## src/core/t1tsl_pkg.sv

```systemverilog
package t1tsl_pkg;
    // ------------------------------------------------------------
    // Register port geometry and device map
    // ------------------------------------------------------------
    localparam int unsigned ADDR_W = 9;
    localparam int unsigned DATA_W = 8;
    localparam logic [8:0] OFF_MON_SEL  = 9'h189;
    localparam logic [8:0] OFF_LSTAT    = 9'h190;
    localparam logic [8:0] OFF_IMASK    = 9'h1A0;
    localparam logic [8:0] OFF_MON_BYTE = 9'h1BB;
    localparam logic [8:0] OFF_LOOP0    = 9'h1D0;
    localparam logic [8:0] OFF_LOOP1    = 9'h1D1;
    localparam logic [8:0] OFF_LOOP2    = 9'h1D2;
    localparam logic [8:0] OFF_RT_STAT  = 9'h1F0;
    localparam logic [7:0] RST_BYTE     = 8'h00;
    localparam logic [7:0] MON_SEL_MASK = 8'h1F;
    // Latched status bit positions
    localparam int unsigned BIT_CLK_LOSS  = 0;
    localparam int unsigned BIT_CLK_BACK  = 1;
    localparam int unsigned BIT_MF        = 2;
    localparam int unsigned BIT_DENSITY   = 3;
    localparam int unsigned BIT_SLC       = 4;
    localparam int unsigned BIT_SLIP      = 5;
    localparam int unsigned BIT_EMPTY     = 6;
    localparam int unsigned BIT_FULL      = 7;
    // ------------------------------------------------------------
    // Timing and frame structure
    // ------------------------------------------------------------
    localparam int unsigned ACLK_PERIOD_NS = 100;
    localparam int unsigned LCLK_PERIOD_NS = 648;
    localparam int unsigned LOSS_PERIODS   = 3;
    localparam int unsigned LOSS_TIME_NS   = LOSS_PERIODS * LCLK_PERIOD_NS;
    localparam int unsigned LOSS_CYCLES    =
        (LOSS_TIME_NS + ACLK_PERIOD_NS - 1) / ACLK_PERIOD_NS;
    localparam logic [7:0] LAST_BIT       = 8'hC0;
    localparam int unsigned CHANNELS      = 24;
    localparam logic [6:0] D4_MF_FRAMES   = 7'h0C;
    localparam logic [6:0] ESF_MF_FRAMES  = 7'h18;
    localparam logic [6:0] SLC_MF_FRAMES  = 7'h48;
    // ------------------------------------------------------------
    // Controller registers on the AXI4-Lite side
    // ------------------------------------------------------------
    localparam logic [7:0] HOFF_CMD    = 8'h00;
    localparam logic [7:0] HOFF_WDATA  = 8'h04;
    localparam logic [7:0] HOFF_STAT   = 8'h08;
    localparam int unsigned CMD_WR_BIT = 16;
    localparam int unsigned STAT_BUSY  = 0;
    localparam int unsigned STAT_INT   = 1;
    localparam int unsigned STAT_RD_LSB = 8;
    localparam logic [1:0] RESP_OKAY   = 2'b00;
    localparam logic [1:0] RESP_SLVERR = 2'b10;

    typedef enum logic [1:0] {
        H_IDLE   = 2'b01,
        H_ACCESS = 2'b10
    } t1tsl_hstate_e;
endpackage

```

## src/core/t1tsl_if.sv

```systemverilog
`timescale 1ns/1ps
// ----------------------------------------------------------------
// Parallel register port between controller and framer port
// ----------------------------------------------------------------
interface t1tsl_if;
    logic       req;    // Access request, held until ack
    logic       wr;     // 1 write, 0 read
    logic [8:0] addr;   // Register offset
    logic [7:0] wdata;  // Write byte
    logic [7:0] rdata;  // Read byte, valid with ack
    logic       ack;    // One-cycle answer
    logic       int_n;  // Interrupt, active low

    modport dev  (input req, wr, addr, wdata, output rdata, ack, int_n);
    modport host (output req, wr, addr, wdata, input rdata, ack, int_n);
endinterface

```

## src/core/t1tsl_dev.sv

```systemverilog
// Function
// Set bit holds until one written
// Cleared bit waits for new event
// Real-time reads steady, no side effect
// Interrupt low while unmasked bit set
// Clear works while condition persists
// Loss after three silent line periods
// Loss pin follows condition, not flag
// Flag when line clock returns
// Flag at each multiframe boundary
// Density violation sets flag
// SLC flag once per 72 frames
// Slip flag on repeat or discard
// Empty and full flags from store
// Mask bit gates matching status bit
// Looped channels take received data
// Enable bits map channels ascending
// System keeps both directions synchronised
// Any channel subset may loop
// Select holds channel minus one
// First sent bit lands in bit 7
// Zero in upper select bits
// Monitor byte refreshed every frame
`timescale 1ns/1ps
module t1tsl_dev
(
    input  wire logic aclk,              // System clock
    input  wire logic aresetn,           // Synchronous reset, low
    t1tsl_if.dev      rp,                // Register port
    input  wire logic tx_line_clock,     // Sampled line clock
    input  wire logic tx_frame_sync,     // Marks framing bit
    input  wire logic tx_backplane_data, // Backplane bit
    input  wire logic rx_line_data,      // Received line bit
    input  wire logic d4_mode,           // 1 D4, 0 ESF
    input  wire logic slc_enable,        // SLC insertion on
    input  wire logic density_violation, // Checker event pulse
    input  wire logic store_slip,        // Store slip pulse
    input  wire logic store_empty,       // Store repeat pulse
    input  wire logic store_full,        // Store discard pulse
    input  wire logic loss_pin_enable,   // Enables loss pin
    output logic      tx_line_data,      // Outgoing line bit
    output logic      tx_clock_loss_pin  // Clock loss pin
);
    import t1tsl_pkg::*;

    // Channel 0..23 of a bit position 1..192
    function automatic logic [4:0] chan_of(input logic [7:0] pos);
        return 5'((pos - 8'h01) >> 3);
    endfunction

    // ------------------------------------------------------------
    // Line clock watch
    // ------------------------------------------------------------
    logic       lclk_q, lclk_d;
    logic [7:0] idle_q, idle_d;
    logic       loss_q, loss_d;
    logic       edge_any, rise;

    // Saturating idle counter; any level change restarts it
    always_comb
    begin
        edge_any = tx_line_clock ^ lclk_q;
        rise     = tx_line_clock & ~lclk_q;
        lclk_d   = tx_line_clock;
        idle_d   = idle_q;
        loss_d   = loss_q;
        if (edge_any)
        begin
            idle_d = 8'h00;
            // activity ends loss
            loss_d = 1'b0;
        end
        else if (idle_q == 8'(LOSS_CYCLES - 1))
        begin
            // silence declares loss
            loss_d = 1'b1;
        end
        else
        begin
            idle_d = idle_q + 8'h01;
        end
    end

    always_ff @(posedge aclk)
    begin
        if (!aresetn)
        begin
            lclk_q <= 1'b0;
            idle_q <= 8'h00;
            loss_q <= 1'b0;
        end
        else
        begin
            lclk_q <= lclk_d;
            idle_q <= idle_d;
            loss_q <= loss_d;
        end
    end

    // ------------------------------------------------------------
    // Frame counters, loopback and monitor
    // ------------------------------------------------------------
    logic [7:0]  bit_q, bit_d;
    logic [6:0]  mf_q, mf_d, slc_q, slc_d;
    logic        out_q, out_d;
    logic [7:0]  shift_q, shift_d, mon_q, mon_d;
    logic        mf_evt, slc_evt, obit;
    logic [23:0] loop_q;
    logic [7:0]  sel_q;
    logic [6:0]  mf_len;

    // Everything advances on the rising line edge only
    always_comb
    begin
        bit_d   = bit_q;
        mf_d    = mf_q;
        slc_d   = slc_q;
        out_d   = out_q;
        shift_d = shift_q;
        mon_d   = mon_q;
        mf_evt  = 1'b0;
        slc_evt = 1'b0;
        obit    = tx_backplane_data;
        mf_len  = d4_mode ? D4_MF_FRAMES : ESF_MF_FRAMES;
        if (rise)
        begin
            bit_d = (tx_frame_sync || bit_q == LAST_BIT) ? 8'h00 : bit_q + 8'h01;
            if (bit_d == 8'h00)
            begin
                mf_d  = (mf_q >= mf_len - 7'h01) ? 7'h00 : mf_q + 7'h01;
                slc_d = (slc_q == SLC_MF_FRAMES - 7'h01) ? 7'h00 : slc_q + 7'h01;
                // boundary each wrap
                mf_evt  = (mf_d == 7'h00);
                // once per SLC multiframe
                slc_evt = (slc_d == 7'h00) & slc_enable;
            end
            else
            begin
                // R16: R18: per-channel substitution, any set
                if (loop_q[chan_of(bit_d)])
                begin
                    obit = rx_line_data;
                end
                // only the low five select bits count
                if (chan_of(bit_d) == sel_q[4:0])
                begin
                    // shift left so first bit ends in bit 7
                    shift_d = {shift_q[6:0], obit};
                    // load after eighth bit
                    if (bit_d[2:0] == 3'b000)
                    begin
                        mon_d = {shift_q[6:0], obit};
                    end
                end
            end
            out_d = obit;
        end
    end

    always_ff @(posedge aclk)
    begin
        if (!aresetn)
        begin
            bit_q   <= 8'h00;
            mf_q    <= 7'h00;
            slc_q   <= 7'h00;
            out_q   <= 1'b0;
            shift_q <= RST_BYTE;
            mon_q   <= RST_BYTE;
        end
        else
        begin
            bit_q   <= bit_d;
            mf_q    <= mf_d;
            slc_q   <= slc_d;
            out_q   <= out_d;
            shift_q <= shift_d;
            mon_q   <= mon_d;
        end
    end

    assign tx_line_data = out_q;

    // ------------------------------------------------------------
    // Register port, status and interrupt
    // ------------------------------------------------------------
    logic [7:0]  lstat_q, lstat_d, mask_q, mask_d, sel_d, rd_q, rd_d;
    logic [23:0] loop_d;
    logic        ack_q, ack_d, intn_q, intn_d, pin_q, pin_d;
    logic [7:0]  set, clr;
    logic        take, wtake;

    // Writes land at the take edge; reads never touch status
    always_comb
    begin
        take   = rp.req & ~ack_q;
        wtake  = take & rp.wr;
        ack_d  = take;
        sel_d  = sel_q;
        mask_d = mask_q;
        loop_d = loop_q;
        rd_d   = rd_q;
        clr    = 8'h00;
        set    = 8'h00;
        set[BIT_CLK_LOSS] = loss_d & ~loss_q;
        set[BIT_CLK_BACK] = loss_q & ~loss_d;
        set[BIT_MF]       = mf_evt;
        // checker event
        set[BIT_DENSITY]  = density_violation;
        // R13: store events
        set[BIT_SLIP]     = store_slip;
        set[BIT_EMPTY]    = store_empty;
        set[BIT_FULL]     = store_full;
        set[BIT_SLC]      = slc_evt;
        if (wtake)
        begin
            case (rp.addr)
                // upper bits stored as written
                OFF_MON_SEL: sel_d = rp.wdata;
                // ones clear, zeros keep
                OFF_LSTAT:   clr = rp.wdata;
                OFF_IMASK:   mask_d = rp.wdata;
                OFF_LOOP0:   loop_d[7:0] = rp.wdata;
                OFF_LOOP1:   loop_d[15:8] = rp.wdata;
                OFF_LOOP2:   loop_d[23:16] = rp.wdata;
                default:     ;
            endcase
        end
        if (take & ~rp.wr)
        begin
            case (rp.addr)
                OFF_MON_SEL:  rd_d = sel_q;
                OFF_LSTAT:    rd_d = lstat_q;
                OFF_IMASK:    rd_d = mask_q;
                OFF_MON_BYTE: rd_d = mon_q;
                OFF_LOOP0:    rd_d = loop_q[7:0];
                OFF_LOOP1:    rd_d = loop_q[15:8];
                OFF_LOOP2:    rd_d = loop_q[23:16];
                // present condition, captured once per read
                OFF_RT_STAT:  rd_d = {7'h00, loss_q};
                default:      rd_d = 8'h00;
            endcase
        end
        // R5: clear wins only without a fresh event
        lstat_d = (lstat_q & ~clr) | set;
        // R14: low while any unmasked flag stands
        intn_d  = ~|(lstat_d & mask_d);
        // pin follows the condition itself
        pin_d   = loss_d & loss_pin_enable;
    end

    always_ff @(posedge aclk)
    begin
        if (!aresetn)
        begin
            lstat_q <= RST_BYTE;
            mask_q  <= RST_BYTE;
            sel_q   <= RST_BYTE;
            loop_q  <= 24'h000000;
            rd_q    <= RST_BYTE;
            ack_q   <= 1'b0;
            intn_q  <= 1'b1;
            pin_q   <= 1'b0;
        end
        else
        begin
            lstat_q <= lstat_d;
            mask_q  <= mask_d;
            sel_q   <= sel_d;
            loop_q  <= loop_d;
            rd_q    <= rd_d;
            ack_q   <= ack_d;
            intn_q  <= intn_d;
            pin_q   <= pin_d;
        end
    end

    assign rp.ack            = ack_q;
    assign rp.rdata          = rd_q;
    assign rp.int_n          = intn_q;
    assign tx_clock_loss_pin = pin_q;
endmodule

```

## src/flat_wrapper.sv

```systemverilog
// flat-port wrapper written by rule: the top's interface ports become plain ports
module t1tsl_dev_flat import t1tsl_pkg::*;
  (aclk, aresetn, tx_line_clock, tx_frame_sync, tx_backplane_data, rx_line_data, d4_mode, slc_enable, density_violation, store_slip, store_empty, store_full, loss_pin_enable, tx_line_data, tx_clock_loss_pin, rp_req, rp_wr, rp_addr, rp_wdata, rp_rdata, rp_ack, rp_int_n);
  t1tsl_if rp_i ();
  input  wire logic aclk;
  input  wire logic aresetn;
  input  wire logic tx_line_clock;
  input  wire logic tx_frame_sync;
  input  wire logic tx_backplane_data;
  input  wire logic rx_line_data;
  input  wire logic d4_mode;
  input  wire logic slc_enable;
  input  wire logic density_violation;
  input  wire logic store_slip;
  input  wire logic store_empty;
  input  wire logic store_full;
  input  wire logic loss_pin_enable;
  output logic tx_line_data;
  output logic tx_clock_loss_pin;
  input wire logic [$bits(rp_i.req)-1:0] rp_req;
  input wire logic [$bits(rp_i.wr)-1:0] rp_wr;
  input wire logic [$bits(rp_i.addr)-1:0] rp_addr;
  input wire logic [$bits(rp_i.wdata)-1:0] rp_wdata;
  output wire logic [$bits(rp_i.rdata)-1:0] rp_rdata;
  output wire logic [$bits(rp_i.ack)-1:0] rp_ack;
  output wire logic [$bits(rp_i.int_n)-1:0] rp_int_n;
  assign rp_i.req = rp_req;
  assign rp_i.wr = rp_wr;
  assign rp_i.addr = rp_addr;
  assign rp_i.wdata = rp_wdata;
  assign rp_rdata = rp_i.rdata;
  assign rp_ack = rp_i.ack;
  assign rp_int_n = rp_i.int_n;
  t1tsl_dev u_core (.aclk(aclk), .aresetn(aresetn), .rp(rp_i), .tx_line_clock(tx_line_clock), .tx_frame_sync(tx_frame_sync), .tx_backplane_data(tx_backplane_data), .rx_line_data(rx_line_data), .d4_mode(d4_mode), .slc_enable(slc_enable), .density_violation(density_violation), .store_slip(store_slip), .store_empty(store_empty), .store_full(store_full), .loss_pin_enable(loss_pin_enable), .tx_line_data(tx_line_data), .tx_clock_loss_pin(tx_clock_loss_pin));
endmodule
```

## config.mk

```make
export PLATFORM = sky130hd
export DESIGN_NAME = t1tsl_dev_flat
export DESIGN_NICKNAME = d
export VERILOG_FILES = /design/src/core/t1tsl_pkg.sv /design/src/core/t1tsl_if.sv /design/src/core/t1tsl_dev.sv /design/src/flat_wrapper.sv
export SDC_FILE = /design/constraint.sdc
export NUM_CORES = 1
export LEC_CHECK = 0
export BUFFER_PORTS_ARGS = -buffer_cell sky130_fd_sc_hd__buf_2
export CAP_MARGIN = 30
export CORE_ASPECT_RATIO = 1.75
export CORE_MARGIN = 2
export CORE_UTILIZATION = 54
export CTS_CLUSTER_DIAMETER = 120
export DETAILED_ROUTE_END_ITERATION = 12
export GPL_TIMING_DRIVEN = 0
export HOLD_SLACK_MARGIN = 0.08
export PLACE_DENSITY = 0.76
export SETUP_SLACK_MARGIN = 0.05
export SYNTH_ARGS = -nofsm -noshare
export SYNTH_HDL_FRONTEND = slang
export SYNTH_SLANG_ARGS = --single-unit
export TNS_END_PERCENT = 10
```

## constraint.sdc

```tcl
create_clock -name aclk -period 3.04 [get_ports aclk]
set_input_delay 0.304 -clock aclk [delete_from_list [all_inputs] [get_ports aclk]]
set_output_delay 0.304 -clock aclk [all_outputs]
set_load 0.02 [all_outputs]
```

### Word level (Yosys, flattened, before mapping)

Cells that the tools add are included.
Widths: inputs -> output; s select.

| storage, ports and cells | value |
|---|---|
| input bits | 32 |
| output and inout bits | 12 |
| flip-flop bits (word level) | 107 |

| operators by class | value |
|---|---|
| add/sub/neg operators | 6 |
| reductions and logical operators | 15 |
| bitwise logic cells | 20 |
| equal/unequal tests | 12 |
| muxes and demuxes | 19 |
| magnitude comparators | 2 |

Operators by type and width:

| kind | count |
|---|---|
| $eq 9x9->1 const B | 8 |
| $pmux 8 s8 | 1 |
| $mux 8 | 5 |
| $add 8x1->8 const B | 2 |
| $and 8x8->8 | 2 |
| $add 7x1->7 const B | 2 |
| $logic_not 7->1 | 2 |
| $mux 7 | 2 |
| $reduce_and 2->1 | 5 |
| $mux 1 | 9 |
| $and 1x1->1 | 8 |
| $eq 8x5->1 const B | 1 |
| $eq 8x8->1 const B | 1 |
| $logic_not 8->1 | 1 |
| $not 8->8 | 1 |
| $or 8x8->8 | 1 |
| $reduce_or 8->1 | 1 |
| $sub 8x1->8 const B | 1 |
| $eq 7x7->1 const B | 1 |
| $ge 7x7->1 | 1 |
| $not 1->1 | 7 |
| $sub 7x1->7 const B | 1 |
| $lt 5x6->1 const B | 1 |
| $bmux 1 s5 | 1 |
| 9 further kinds | 9 |

### Depth between registers and ports, before layout

Gate-level depths: netlist of run 1.

| depth | value |
|---|---|
| depth after elaboration | 11 |
| mapped depth | 15 |
| gate-level depth less buffers | 12 |

### Worst setup path after synthesis of run 1

Ideal clock, no wire load.

| path | value |
|---|---|
| path type | register -> register |
| from | register u_core.bit_q[0] |
| to | register u_core.mon_q[2] |
| setup slack | -32 ps |
| library setup time | 116 ps |
| buffers on the path | 3 |
| required time | 2924 ps |
| data arrival time | 2956 ps |
| stages on the path, launching flop included | 15 |
| cells stage by stage | dfxtp_1 -> inv_1 -> ha_1 -> o211a_1 -> o31ai_1 -> mux2_2 -> buf_6 -> xnor2_1 -> nand2_1 -> nor4b_2 -> buf_4 -> and2_4 -> buf_12 -> mux2i_1 -> nor2b_1 |

| between the ends | value |
|---|---|
| word-level cells in the longest chain between the ends | 6 |

Ends and longest elaborated chain:

| item | line | source |
|---|---|---|
| from (decl) | t1tsl_dev.sv:103 | `logic [7:0] bit_q, bit_d;` |
| from (signal assigned) | t1tsl_dev.sv:173 | `bit_q <= bit_d;` |
| parallel branches: the longest is 2 deep, another holds $add 8x1->8 | n/a |  |
| $mux 8 (*) | t1tsl_dev.sv:127 | `bit_d = (tx_frame_sync \|\| bit_q == LAST_BIT) ? 8'h00 : bit_q + 8'h01;` |
| $sub 8x1->8 / $logic_not 8->1 (equally long branches) | t1tsl_dev.sv:48, t1tsl_dev.sv:128 |  |
| $eq 5x5->1 / $not 1->1 (equally long branches) | n/a |  |
| $reduce_and 4->1 (no line) (*) | n/a |  |
| to (signal assigned) | t1tsl_dev.sv:178 | `mon_q <= mon_d;` |
| to (decl) | t1tsl_dev.sv:106 | `logic [7:0] shift_q, shift_d, mon_q, mon_d;` |

Mark *: on every way between the ends.
A chain may end at the register's enable or synchronous reset.

### Worst setup path in the final report of run 1

| path | value |
|---|---|
| from | register u_core.bit_q[1] |
| to | register u_core.mon_q[0] |

| between the ends | value |
|---|---|
| word-level cells in the longest chain between the ends | 7 |

Ends and longest elaborated chain:

| item | line | source |
|---|---|---|
| parallel branches: the longest is 2 deep, another holds $add 8x1->8 | n/a |  |
| $mux 8 (*) | t1tsl_dev.sv:127 |  |
| $sub 8x1->8 | t1tsl_dev.sv:48 | `return 5'((pos - 8'h01) >> 3);` |
| $bmux 1 s5 | t1tsl_dev.sv:140 | `if (loop_q[chan_of(bit_d)])` |
| $mux 1 (not written as such) | t1tsl_dev.sv:140 |  |
| $mux 1 | t1tsl_dev.sv:140 |  |

Mark *: on every way between the ends. The select of a mux whose other input is x is not followed.

==> key figures, run 1 <==
Power
  – VDD IR-drop max: 0.000404 V
  – Clock Power Share: 0.416
  – Reg power frac: 0.487
  – Pwr Total: 2.92 mW
  – Leak pwr: 2.56 nW
  – Comb pwr share: 0.097
  – Switch share: 0.245
  – P_int: 2.21 mW
  – Switching pwr: 717 uW
  – PwrDens: 422 mW/mm^2

Cells and area
  – N_diodes: 0
  – Area of the multi-input gates: 0.00362 sq mm
  – Layout cells sized above 1: 0.214
  – Area Growth Syn to Fin: 23.1%
  – Fillers: 768
  – FF/Latch Area: 0.00215 sq mm
  – Post-route core utilization: 0.677
  – Cell area after layout: 0.00693 sq mm
  – Final net count: 756

Routing
  – DRC Markers: 0
  – Iter 0 DRT Violations: 490
  – Post-Route WL: 16200 um
  – Via count: 5160
  – Vias/cell: 6.10
  – Drt pass-1 iters: 8
  – WL/cell: 19.1 um
  – Number of routed nets with antenna violations: 0

Global route
  – Largest net degree at the start of global routing: 19
  – Global-route wire length before repair: 25200 um
  – Antenna violations before repair: 0
  – GR Overflow Total: 0
  – Vias in the first global route: 5089
  – Total GRT Usage: 0.292

CTS
  – CTS Buffer Depth: 2
  – CTS Buf Count: 9
  – Worst-path clk slew: 0.07 ns
  – TritonCTS clock tree: built
  – Clk sink count: 107
  – Clock Tree Root: clkbuf_16
  – H-tree depth: 3
  – Clk Latency, worst-skew pair: 0.36 ns

Logic synthesis
  – Yosys reg bits: 107
  – Cell count after synthesis: 626
  – Sequential fraction of the synthesis area: 0.380
  – Synth Flop Type: dfxtp_1
  – Synth cell types: 73
  – Post-synthesis average cell area: 8.99 sq um
  – Synth Warn #: 0
  – Post-synth EDFFs: 0
  – Area contributors post-synth: dfxtp_1, mux2i_1, nor2b_1
  – Largest area contributor in the netlist: dfxtp_1
  – Mapped Area: 0.00563 sq mm
  – Share of the synthesized area in the top cell type: 0.380
  – Async SR Flop Fraction: 0
  – Net Count, Synth: 668

Critical path
  – CP cell instances: buf_12, ha_4, and3_4, mux2_4, nor3_4, nor2_4, mux2_4, o221ai_2, a21boi_1, and4b_2, mux2i_4, a21oi_1
  – Top delay family on crit path: multiplexers
  – Largest stage delay, worst path: 0.38 ns
  – Worst EP required: 3.28 ns
  – Worst path slowest cell: dfxtp_4
  – R2R Path End: u_core.mon_q[0]$_SDFFE_PN0P_
  – CP most frequent cell: mux2_4
  – Critical path startpoint category: register
  – Worst EP arrival: 3.26 ns
  – Crit end category: register
  – Worst R2R Setup Slack: 0.03 ns
  – Worst reg2reg path depth: 12
  – Critical path buffers and inverters: 1
  – RR Startpoint: u_core.bit_q[1]$_SDFFE_PN0P_
  – Crit Path Category: register to register
  – Worst-path fanout max: 5

STA
  – Setup_tns: 0 ns
  – Slew @ Worst Pin: 1.01 ns
  – Final min period: 3.01 ns
  – Slew Limit Fails: 0
  – Final Hold Vio Count: 0
  – Clk_skew: 0.00956 ns
  – Max Freq: 0.332 GHz
  – Final worst slack: 0.0286 ns
  – Max-slew headroom: 0.320
  – Final setup viols: 0
  – Tcrit/Tclk final: 0.991
  – RSZ-0062 raised after global routing: true

Worst hold path
  – Worst hold path type: primary input to register
  – Hold_sp: loss_pin_enable
  – Hold worst-path end: u_core.tx_clock_loss_pin$_SDFF_PN0_
  – Hold path cells: 2

Run
  – Max Cap Viol: 0

Die
  – Die width: 81.2 um
  – Core area: 0.0102 sq mm
  – Total die area: 0.0113 sq mm
  – Die Y: 139 um
  – Top-level port count: 44
  – Starting Density: 0.550
  – # rows: 49

Placed design
  – Post-DP Area: 0.00605 sq mm
  – Port bufs: 42
  – Gpl congestion: 0.950
  – Worst slack, placed: -0.615 ns
  – DPL Wire Length: 11400 um

Run status
  – Status: finished, final reports clean
## kinds of logic after synthesis
kind of cell / after synthesis / share of synthesized area
AO/OA/AOI/OAI: 121 / 0.153
adder cells (fa/ha/maj): 10 / 0.0222
flip-flops: 107 / 0.380
multiplexers: 65 / 0.116
AND/OR/NAND/NOR: 268 / 0.265
XOR/XNOR: 19 / 0.0309
buffers and inverters: 36 / 0.0318
## sequential cells by signal, indices dropped and copies added (netlist names), 7 cells and up
| name | cells |
|---|---|
| u_core.loop_q | 24 |
| u_core.mon_q | 8 |
| u_core.bit_q | 8 |
| u_core.sel_q | 8 |
| u_core.mf_q | 7 |
| u_core.lstat_q | 8 |
| u_core.shift_q | 7 |
| u_core.idle_q | 8 |
| u_core.rp.rdata | 8 |
| u_core.mask_q | 8 |
| u_core.slc_q | 7 |
## through the flow
step / cells / hold slack, ns
finish: 846 / 0.159
global route: 846 / 0.179
CTS: 833 / 0.164
detailed placement: 801 / 0.475
global placement: 795 / 0.457
floorplan: 626 / 0.426
## worst reg2reg max path: stages, from the launching register on
cell,delay (ns)
dfxtp_4,0.38
buf_12,0.11
ha_4,0.16
and3_4,0.22
mux2_4,0.35
nor3_4,0.27
nor2_4,0.07
mux2_4,0.31
o221ai_2,0.17
a21boi_1,0.12
and4b_2,0.36
mux2i_4,0.28
a21oi_1,0.10
## timing repair
item	CTS	global route
pin swaps	16	18
setup buffers	16	13
endpoints found under the setup margin	31	20
gates resized for setup	37	27
hold buffers	0	0
cloned	1	0
## cell usage after synthesis, types with 3 or more instances
cell        n
and3_1      8
o22ai_1     4
a21o_1      3
xor2_1      8
clkbuf_1   21
dfxtp_1   107
inv_1       8
a21boi_0   12
o21ai_0    20
nor4b_1     4
and2_1     14
ha_1       10
nor3_1     16
xnor2_1    10
a21oi_1    23
nand2_1    65
nand3_1    28
nor2b_1    76
a31oi_1     9
a222oi_1   15
or3_1       4
nand4_1     5
nor3b_1     3
mux2i_1    62
nand2b_1    5
nor2_1     21
buf_6       3
## worst max-delay path by stage
stage | start | to | slack (ns) | cells after the start
after detailed placement | u_core.bit_q[1]$_SDFFE_PN0P_ | u_core.mon_q[0]$_SDFFE_PN0P_ | -0.62 | 12
after global placement | u_core.bit_q[1]$_SDFFE_PN0P_ | u_core.shift_q[0]$_SDFFE_PN0P_ | -0.51 | 12
after CTS | u_core.bit_q[1]$_SDFFE_PN0P_ | u_core.tx_line_data$_SDFFE_PN0P_ | 0.01 | 12
after global routing | u_core.bit_q[1]$_SDFFE_PN0P_ | u_core.tx_line_data$_SDFFE_PN0P_ | -0.09 | 13
final | u_core.bit_q[1]$_SDFFE_PN0P_ | u_core.mon_q[0]$_SDFFE_PN0P_ | 0.03 | 12
after floorplan | u_core.bit_q[0]$_SDFFE_PN0P_ | u_core.mon_q[2]$_SDFFE_PN0P_ | 0.09 | 15
## power groups by stage
stage               combinational, mW  sequential [mW]  clock, mW
global placement                0.208             1.46          0
finish                          0.283             1.42       1.22
CTS                             0.250             1.42       1.23
floorplan                       0.132             1.46          0
detailed placement              0.214             1.46          0
global route                    0.302             1.42       1.28
## metal layers
metal  vias up  track usage  wire length (um)
met5         -            0                 0
met2       182        0.506              8410
met1      2453        0.310              5930
li1       2449            -                 -
met4         0        0.205              1150
met3        76       0.0436               681
## cells in the final DEF, fill, tap and decap left out, drive strengths merged, types with 3 or more instances in the layout
master,n
a21boi,14
a21o,3
a21oi,26
a222oi,15
a31oi,9
and2,15
and3,8
buf,83
clkbuf,31
dfxtp,107
ha,10
inv,12
mux2,3
mux2i,62
nand2,65
nand2b,5
nand3,29
nand4,5
nor2,22
nor2b,76
nor3,18
nor3b,3
nor4,3
nor4b,6
o21ai,23
o22ai,4
or3,5
xnor2,11
xor2,8
## area by class of cell
class | count | share of cell area
Sequential cell | 107 | 0.310
Tap cell | 127 | 0.0229
Clock buffer | 10 | 0.0345
Clock inverter | 6 | 0.00993
Multi-Input combinational cell | 483 | 0.523
Inverter | 9 | 0.00560
Buffer | 26 | 0.0193
Timing Repair Buffer | 78 | 0.0746
Power figures use the tool's default switching activity.
==> run 2, diff against run 1 <==
--- a/config.mk
+++ b/config.mk
@@ -7,14 +7,16 @@
 export LEC_CHECK = 0
 export BUFFER_PORTS_ARGS = -buffer_cell sky130_fd_sc_hd__buf_2
 export CAP_MARGIN = 30
+export CELL_PAD_IN_SITES_DETAIL_PLACEMENT = 1
+export CELL_PAD_IN_SITES_GLOBAL_PLACEMENT = 2
 export CORE_ASPECT_RATIO = 1.75
 export CORE_MARGIN = 2
-export CORE_UTILIZATION = 54
+export CORE_UTILIZATION = 34
 export CTS_CLUSTER_DIAMETER = 120
 export DETAILED_ROUTE_END_ITERATION = 12
 export GPL_TIMING_DRIVEN = 0
 export HOLD_SLACK_MARGIN = 0.08
-export PLACE_DENSITY = 0.76
+export PLACE_DENSITY_LB_ADDON = 0.1
 export SETUP_SLACK_MARGIN = 0.05
 export SYNTH_ARGS = -nofsm -noshare
 export SYNTH_HDL_FRONTEND = slang
==> key figures, run 2 (synthesized netlist as in run 1, its figures left out) <==
Run status
  – Status: complete, but fails checks
  – Violated checks: setup timing

Cells and area
  – Final net count: 762 (+0.79%)
  – Post-route core utilization: 0.436 (-0.241)
  – Layout Cells excl Fill: 917 (+8.4%)
  – Commonest non-fill, non-tap cell in the layout: dfxtp_1
  – Area Growth Syn to Fin: 26.1%
  – Top reg by flops: u_core.loop_q
  – Cell area after layout: 0.00710 sq mm (+2.5%)
  – N_diodes: 0 (unchanged)
  – Layout cells sized above 1: 0.230 (+0.0162)
  – Largest register FFs: 24 (unchanged)
  – Most frequent cells in the layout: dfxtp_1, nor2b_1, nand2_1

Critical path
  – Worst reg2reg path depth: 15 (+3)
  – Worst EP arrival: 3.37 ns (+0.11 ns)
  – RR Startpoint: u_core.bit_q[0]$_SDFFE_PN0P_
  – Largest stage delay, worst path: 0.42 ns (+0.04 ns)
  – Top delay family on crit path: simple AND/OR/NAND/NOR gates
  – Critical path buffers and inverters: 4 (+3)
  – Crit Path Category: register to register
  – Crit end category: register
  – CP most frequent cell: buf_12
  – Worst EP required: 3.30 ns (+0.02 ns)
  – Critical path startpoint category: register
  – Worst R2R Setup Slack: -0.07 ns (-0.10 ns)
  – CP cell instances: buf_4, ha_4, and3_2, mux2i_4, o21ai_4, buf_12, nor3_4, and3_4, o2bb2ai_2, nor4b_4, buf_6, and2_4, buf_12, mux2i_1, nor2b_1
  – Worst-path fanout max: 5 (unchanged)
  – R2R Path End: u_core.mon_q[3]$_SDFFE_PN0P_
  – Worst path slowest cell: nor4b_4

STA
  – Tcrit/Tclk final: 1.02 (+0.0320)
  – Setup_tns: -0.549 ns (-0.549 ns)
  – Slew @ Worst Pin: 0.871 ns (-0.143 ns)
  – Final worst slack: -0.0688 ns (-0.0974 ns)
  – Final min period: 3.11 ns (+0.0974 ns)
  – Min Hold Slack: 0.171 ns (+0.0128 ns)
  – Final setup viols: 11 (+11)
  – Max Freq: 0.322 GHz (-3.1%)
  – Max-slew headroom: 0.417 (+0.0972)
  – RSZ-0062 raised after global routing: true
  – Slew Limit Fails: 0 (unchanged)
  – Final Hold Vio Count: 0 (unchanged)
  – Clk_skew: 0.00925 ns (-0.000309 ns)

Routing
  – Iter 0 DRT Violations: 197 (-60%)
  – Drt pass-1 iters: 5 (-3)
  – Via count: 5099 (-1.2%)
  – WL/cell: 21.0 um (+9.9%)
  – Number of routed nets with antenna violations: 0 (unchanged)
  – Routed met2 length: 10900 um (+30%)
  – Top sig layer: met4
  – Post-Route M1 WL: 7260 um (+22%)
  – Post-Route WL: 19300 um (+19%)
  – DRC Markers: 0 (unchanged)
  – WL met3: 338 um (-50%)
  – Vias/cell: 5.56 (-8.8%)

CTS
  – CTS Buffer Depth: 2 (unchanged)
  – CTS Buf Count: 9 (unchanged)
  – Clk sink count: 107 (unchanged)
  – Worst-path clk slew: 0.08 ns (about the same)
  – H-tree depth: 3 (unchanged)
  – TritonCTS clock tree: built
  – Clk Latency, worst-skew pair: 0.36 ns (about the same)
  – Clock Tree Root: clkbuf_16
  – # hold bufs at CTS: 0 (unchanged)

Power
  – VDD IR-drop max: 0.000239 V (-41%)
  – Leak pwr: 2.62 nW (+2.0%)
  – PwrDens: 412 mW/mm^2 (-2.4%)
  – Pwr Total: 2.92 mW (about the same)

Run
  – Max Cap Viol: 0 (unchanged)

Placed design
  – Gpl congestion: 0.840 (-12%)
  – Port bufs: 42 (unchanged)
  – Worst slack, placed: -0.959 ns (-0.344 ns)
  – Post-DP Area: 0.00618 sq mm (+2.1%)
  – Post-Place Cells: 869 (+8.5%)
  – DPL Wire Length: 14700 um (+28%)

Die
  – Total die area: 0.0176 sq mm (+56%)
  – Die Y: 174 um (+25%)
  – # rows: 62 (+27%)
  – Core area: 0.0163 sq mm (+59%)
  – Die width: 101 um (+25%)
  – Starting Density: 0.346 (-0.204)
  – Top-level port count: 44 (unchanged)

Global route
  – Largest net degree at the start of global routing: 22 (+3)
  – GR Overflow Total: 0 (unchanged)
  – Vias in the first global route: 5259 (+3.3%)
  – Antenna violations before repair: 0 (unchanged)
  – Total GRT Usage: 0.224 (-0.0677)
  – Global-route wire length before repair: 29700 um (+18%)

Worst hold path
  – Hold worst-path end: u_core.tx_clock_loss_pin$_SDFF_PN0_
  – Hold path cells: 2 (unchanged)
  – Worst hold path type: primary input to register
  – Hold_sp: loss_pin_enable
-- run 2: layout make-up --
class	count	area, sq um
flip-flops and latches	107	2150
clock inverters	7	81.3
fillers	1911	9190
clock buffers	9	225
plain buffers	26	138
well taps	192	240
repair buffers	84	573
multi-input cells	483	3650
inverters	9	41.3
-- run 2: metal layers --
layer | vias up | GRT usage
met4 | 0 | 0.111
met3 | 37 | 0.0277
met2 | 76 | 0.424
li1 | 2453 | -
met5 | - | 0
met1 | 2533 | 0.233
-- run 2: repair_timing --
action                                  in CTS  in global routing
endpoints found under the setup margin      33                 22
setup buffers                               25                  7
pin swaps                                   22                 10
resized for setup                           64                  9
cloned                                       1                  0
-- run 2: worst max-delay path by stage --
stage	from	to	cells after the start
finish	u_core.bit_q[0]$_SDFFE_PN0P_	u_core.mon_q[3]$_SDFFE_PN0P_	15
global route	u_core.bit_q[0]$_SDFFE_PN0P_	u_core.mon_q[4]$_SDFFE_PN0P_	15
CTS	u_core.bit_q[1]$_SDFFE_PN0P_	u_core.mon_q[3]$_SDFFE_PN0P_	13
detailed placement	u_core.bit_q[1]$_SDFFE_PN0P_	u_core.shift_q[0]$_SDFFE_PN0P_	12
global placement	u_core.bit_q[0]$_SDFFE_PN0P_	u_core.mon_q[0]$_SDFFE_PN0P_	12
floorplan	u_core.bit_q[0]$_SDFFE_PN0P_	u_core.mon_q[2]$_SDFFE_PN0P_	15
-- run 2: report_power, final --
part / total (mW) / internal (mW) / switching (mW)
Clock: 1.21 / 0.587 / 0.621
Combinational: 0.291 / 0.126 / 0.165
Sequential: 1.42 / 1.41 / 0.0116
Total: 2.92 / 2.13 / 0.798
==> run 3, diff against run 2 <==
--- a/config.mk
+++ b/config.mk
@@ -17,7 +17,7 @@
 export GPL_TIMING_DRIVEN = 0
 export HOLD_SLACK_MARGIN = 0.08
 export PLACE_DENSITY_LB_ADDON = 0.1
-export SETUP_SLACK_MARGIN = 0.05
+export SETUP_SLACK_MARGIN = 0.5
 export SYNTH_ARGS = -nofsm -noshare
 export SYNTH_HDL_FRONTEND = slang
 export SYNTH_SLANG_ARGS = --single-unit
==> key figures, run 3 (synthesized netlist as in run 1, its figures left out) <==
Run status
  – Status: complete, but fails checks
  – Violated checks: setup timing

Critical path
  – Crit Path Category: register to register
  – Worst R2R Setup Slack: -0.07 ns (about the same)
  – Worst reg2reg path depth: 12 (-3)
  – Worst-path fanout max: 8 (+3)
  – Critical path startpoint category: register
  – R2R Path End: u_core.tx_line_data$_SDFFE_PN0P_
  – Worst EP arrival: 3.36 ns (about the same)
  – Worst EP required: 3.29 ns (about the same)
  – Crit end category: register
  – RR Startpoint: u_core.bit_q[1]$_SDFFE_PN0P_

Cells and area
  – Final net count: 739 (-3.0%)
  – Most frequent cells in the layout: dfxtp_1, nor2b_1, nand2_1, mux2i_1, buf_2
  – Area of the multi-input gates: 0.00369 sq mm (+1.1%)
  – Top reg by flops: u_core.loop_q
  – Post-route core utilization: 0.426 (-0.0102)
  – Layout Cells excl Fill: 894 (-2.5%)
  – Area Growth Syn to Fin: 23.2%
  – Largest register FFs: 24 (unchanged)
  – Commonest non-fill, non-tap cell in the layout: dfxtp_1
  – N_diodes: 0 (unchanged)
  – Fillers: 1893 (-0.94%)
  – FF/Latch Area: 0.00215 sq mm (unchanged)
  – Layout cells sized above 1: 0.215 (-0.0152)

Global route
  – Total GRT Usage: 0.221 (-0.00289)
  – GR Overflow Total: 0 (unchanged)
  – Global-route wire length before repair: 29700 um (+0.19%)
  – Vias in the first global route: 5277 (+0.34%)
  – Antenna violations before repair: 0 (unchanged)
  – Largest net degree at the start of global routing: 21 (-4.5%)

STA
  – RSZ-0062 raised after global routing: true
  – Clk_skew: 0.0123 ns (+0.00300 ns)
  – Final min period: 3.11 ns (+0.00233 ns)
  – Max-slew headroom: 0.460 (+0.0430)
  – Slew @ Worst Pin: 0.807 ns (-0.0643 ns)
  – Final Hold Vio Count: 0 (unchanged)
  – Final setup viols: 3 (-8)
  – Slew Limit Fails: 0 (unchanged)
  – Final worst slack: -0.0712 ns (-0.00233 ns)
  – Tcrit/Tclk final: 1.02 (about the same)
  – Max Freq: 0.321 GHz (about the same)
  – Min Hold Slack: 0.152 ns (-0.0197 ns)

CTS
  – Clock Tree Root: clkbuf_16
  – H-tree depth: 3 (unchanged)
  – Clk sink count: 107 (unchanged)
  – CTS Buffer Depth: 2 (unchanged)
  – TritonCTS clock tree: built
  – Worst-path clk slew: 0.08 ns (about the same)
  – CTS Buf Count: 9 (unchanged)
  – Clk Latency, worst-skew pair: 0.35 ns (about the same)

Placed design
  – Worst slack, placed: -0.516 ns (+0.443 ns)
  – DPL Wire Length: 14400 um (-1.4%)
  – Port bufs: 42 (unchanged)
  – Post-Place Cells: 869 (unchanged)
  – Gpl congestion: 0.926 (+10%)

Power
  – PwrDens: 416 mW/mm^2 (+1.0%)
  – VDD IR-drop max: 0.000234 V (-2.1%)
  – Leak pwr: 2.54 nW (-3.0%)
  – Pwr Total: 2.88 mW (-1.3%)

Die
  – Total die area: 0.0176 sq mm (unchanged)
  – Top-level port count: 44 (unchanged)
  – Die Y: 174 um (unchanged)
  – Starting Density: 0.346 (unchanged)
  – # rows: 62 (unchanged)
  – Die width: 101 um (unchanged)
  – Core area: 0.0163 sq mm (unchanged)

Worst hold path
  – Hold worst-path end: u_core.tx_clock_loss_pin$_SDFF_PN0_
  – Worst hold path type: primary input to register
  – Hold path cells: 2 (unchanged)
  – Hold_sp: loss_pin_enable

Routing
  – WL/cell: 20.9 um (-0.41%)
  – Vias/cell: 5.58 (+0.40%)
  – Number of routed nets with antenna violations: 0 (unchanged)
  – Via count: 4991 (-2.1%)
  – Drt pass-1 iters: 6 (+1)
  – DRC Markers: 0 (unchanged)
  – Iter 0 DRT Violations: 261 (+32%)
  – Post-Route WL: 18700 um (-2.9%)

Run
  – Max Cap Viol: 0 (unchanged)
[run 3: how the worst max path moves through the flow]
| stage | end | start | slack [ns] |
|---|---|---|---|
| 3_3_place_gp | u_core.shift_q[0]$_SDFFE_PN0P_ | u_core.bit_q[1]$_SDFFE_PN0P_ | -0.47 |
| 5_1_grt | u_core.shift_q[0]$_SDFFE_PN0P_ | u_core.bit_q[1]$_SDFFE_PN0P_ | -0.17 |
| 4_1_cts | u_core.shift_q[0]$_SDFFE_PN0P_ | u_core.bit_q[1]$_SDFFE_PN0P_ | -0.07 |
| 6_report | u_core.tx_line_data$_SDFFE_PN0P_ | u_core.bit_q[1]$_SDFFE_PN0P_ | -0.07 |
| 2_1_floorplan | u_core.mon_q[2]$_SDFFE_PN0P_ | u_core.bit_q[0]$_SDFFE_PN0P_ | 0.22 |
| 3_5_place_dp | u_core.shift_q[0]$_SDFFE_PN0P_ | u_core.bit_q[1]$_SDFFE_PN0P_ | -0.52 |
[run 3: what timing repair did]
| action | CTS | global route |
|---|---|---|
| hold buffers | 0 | 0 |
| pin swaps | 23 | 24 |
| endpoints found under the hold margin | 0 | 0 |
| setup buffers | 9 | 0 |
| endpoints found under the setup margin | 33 | 35 |
| resized for setup | 57 | 25 |
[run 3: through the flow]
step	cell area [sq um]	TNS, ns
final	6930	-0.137
after global routing	6930	-1.04
after detailed placement	6220	-4.31
after CTS	6820	-0.188
after floorplan	5710	0
after global placement	6160	-6.59
[run 3: power breakdown]
group	leakage (nW)	internal [mW]	switching [mW]
Combinational	1.53	0.115	0.164
Clock	0.147	0.581	0.600
Sequential	0.866	1.41	0.0131
Total	2.54	2.11	0.777
[run 3: final cells by class]
type                       instances  share of cell area
clock buffer                       9              0.0325
multi-input combinational        483               0.533
clock inverter                     7              0.0101
sequential                       107               0.310
buffer                            27              0.0249
timing repair buffer              60              0.0496
tap                              192              0.0346
inverter                           9             0.00559
[run 3: routing by layer]
layer | part of all wire | vias up | track usage
met4 | 0.034 | 0 | 0.0873
met2 | 0.56 | 68 | 0.416
li1 | - | 2417 | -
met3 | 0.018 | 20 | 0.0257
met5 | 0 | - | 0
met1 | 0.39 | 2486 | 0.244
[run 3: worst max-delay path, stage by stage, from the launching register on]
cell	delay, ns
dfxtp_4	0.38
inv_4	0.04
ha_4	0.26
o211a_1	0.24
o31ai_4	0.27
mux2_4	0.34
buf_6	0.15
mux2i_1	0.13
a311oi_1	0.32
o211ai_1	0.16
and4b_2	0.28
and3_1	0.19
o31a_1	0.22
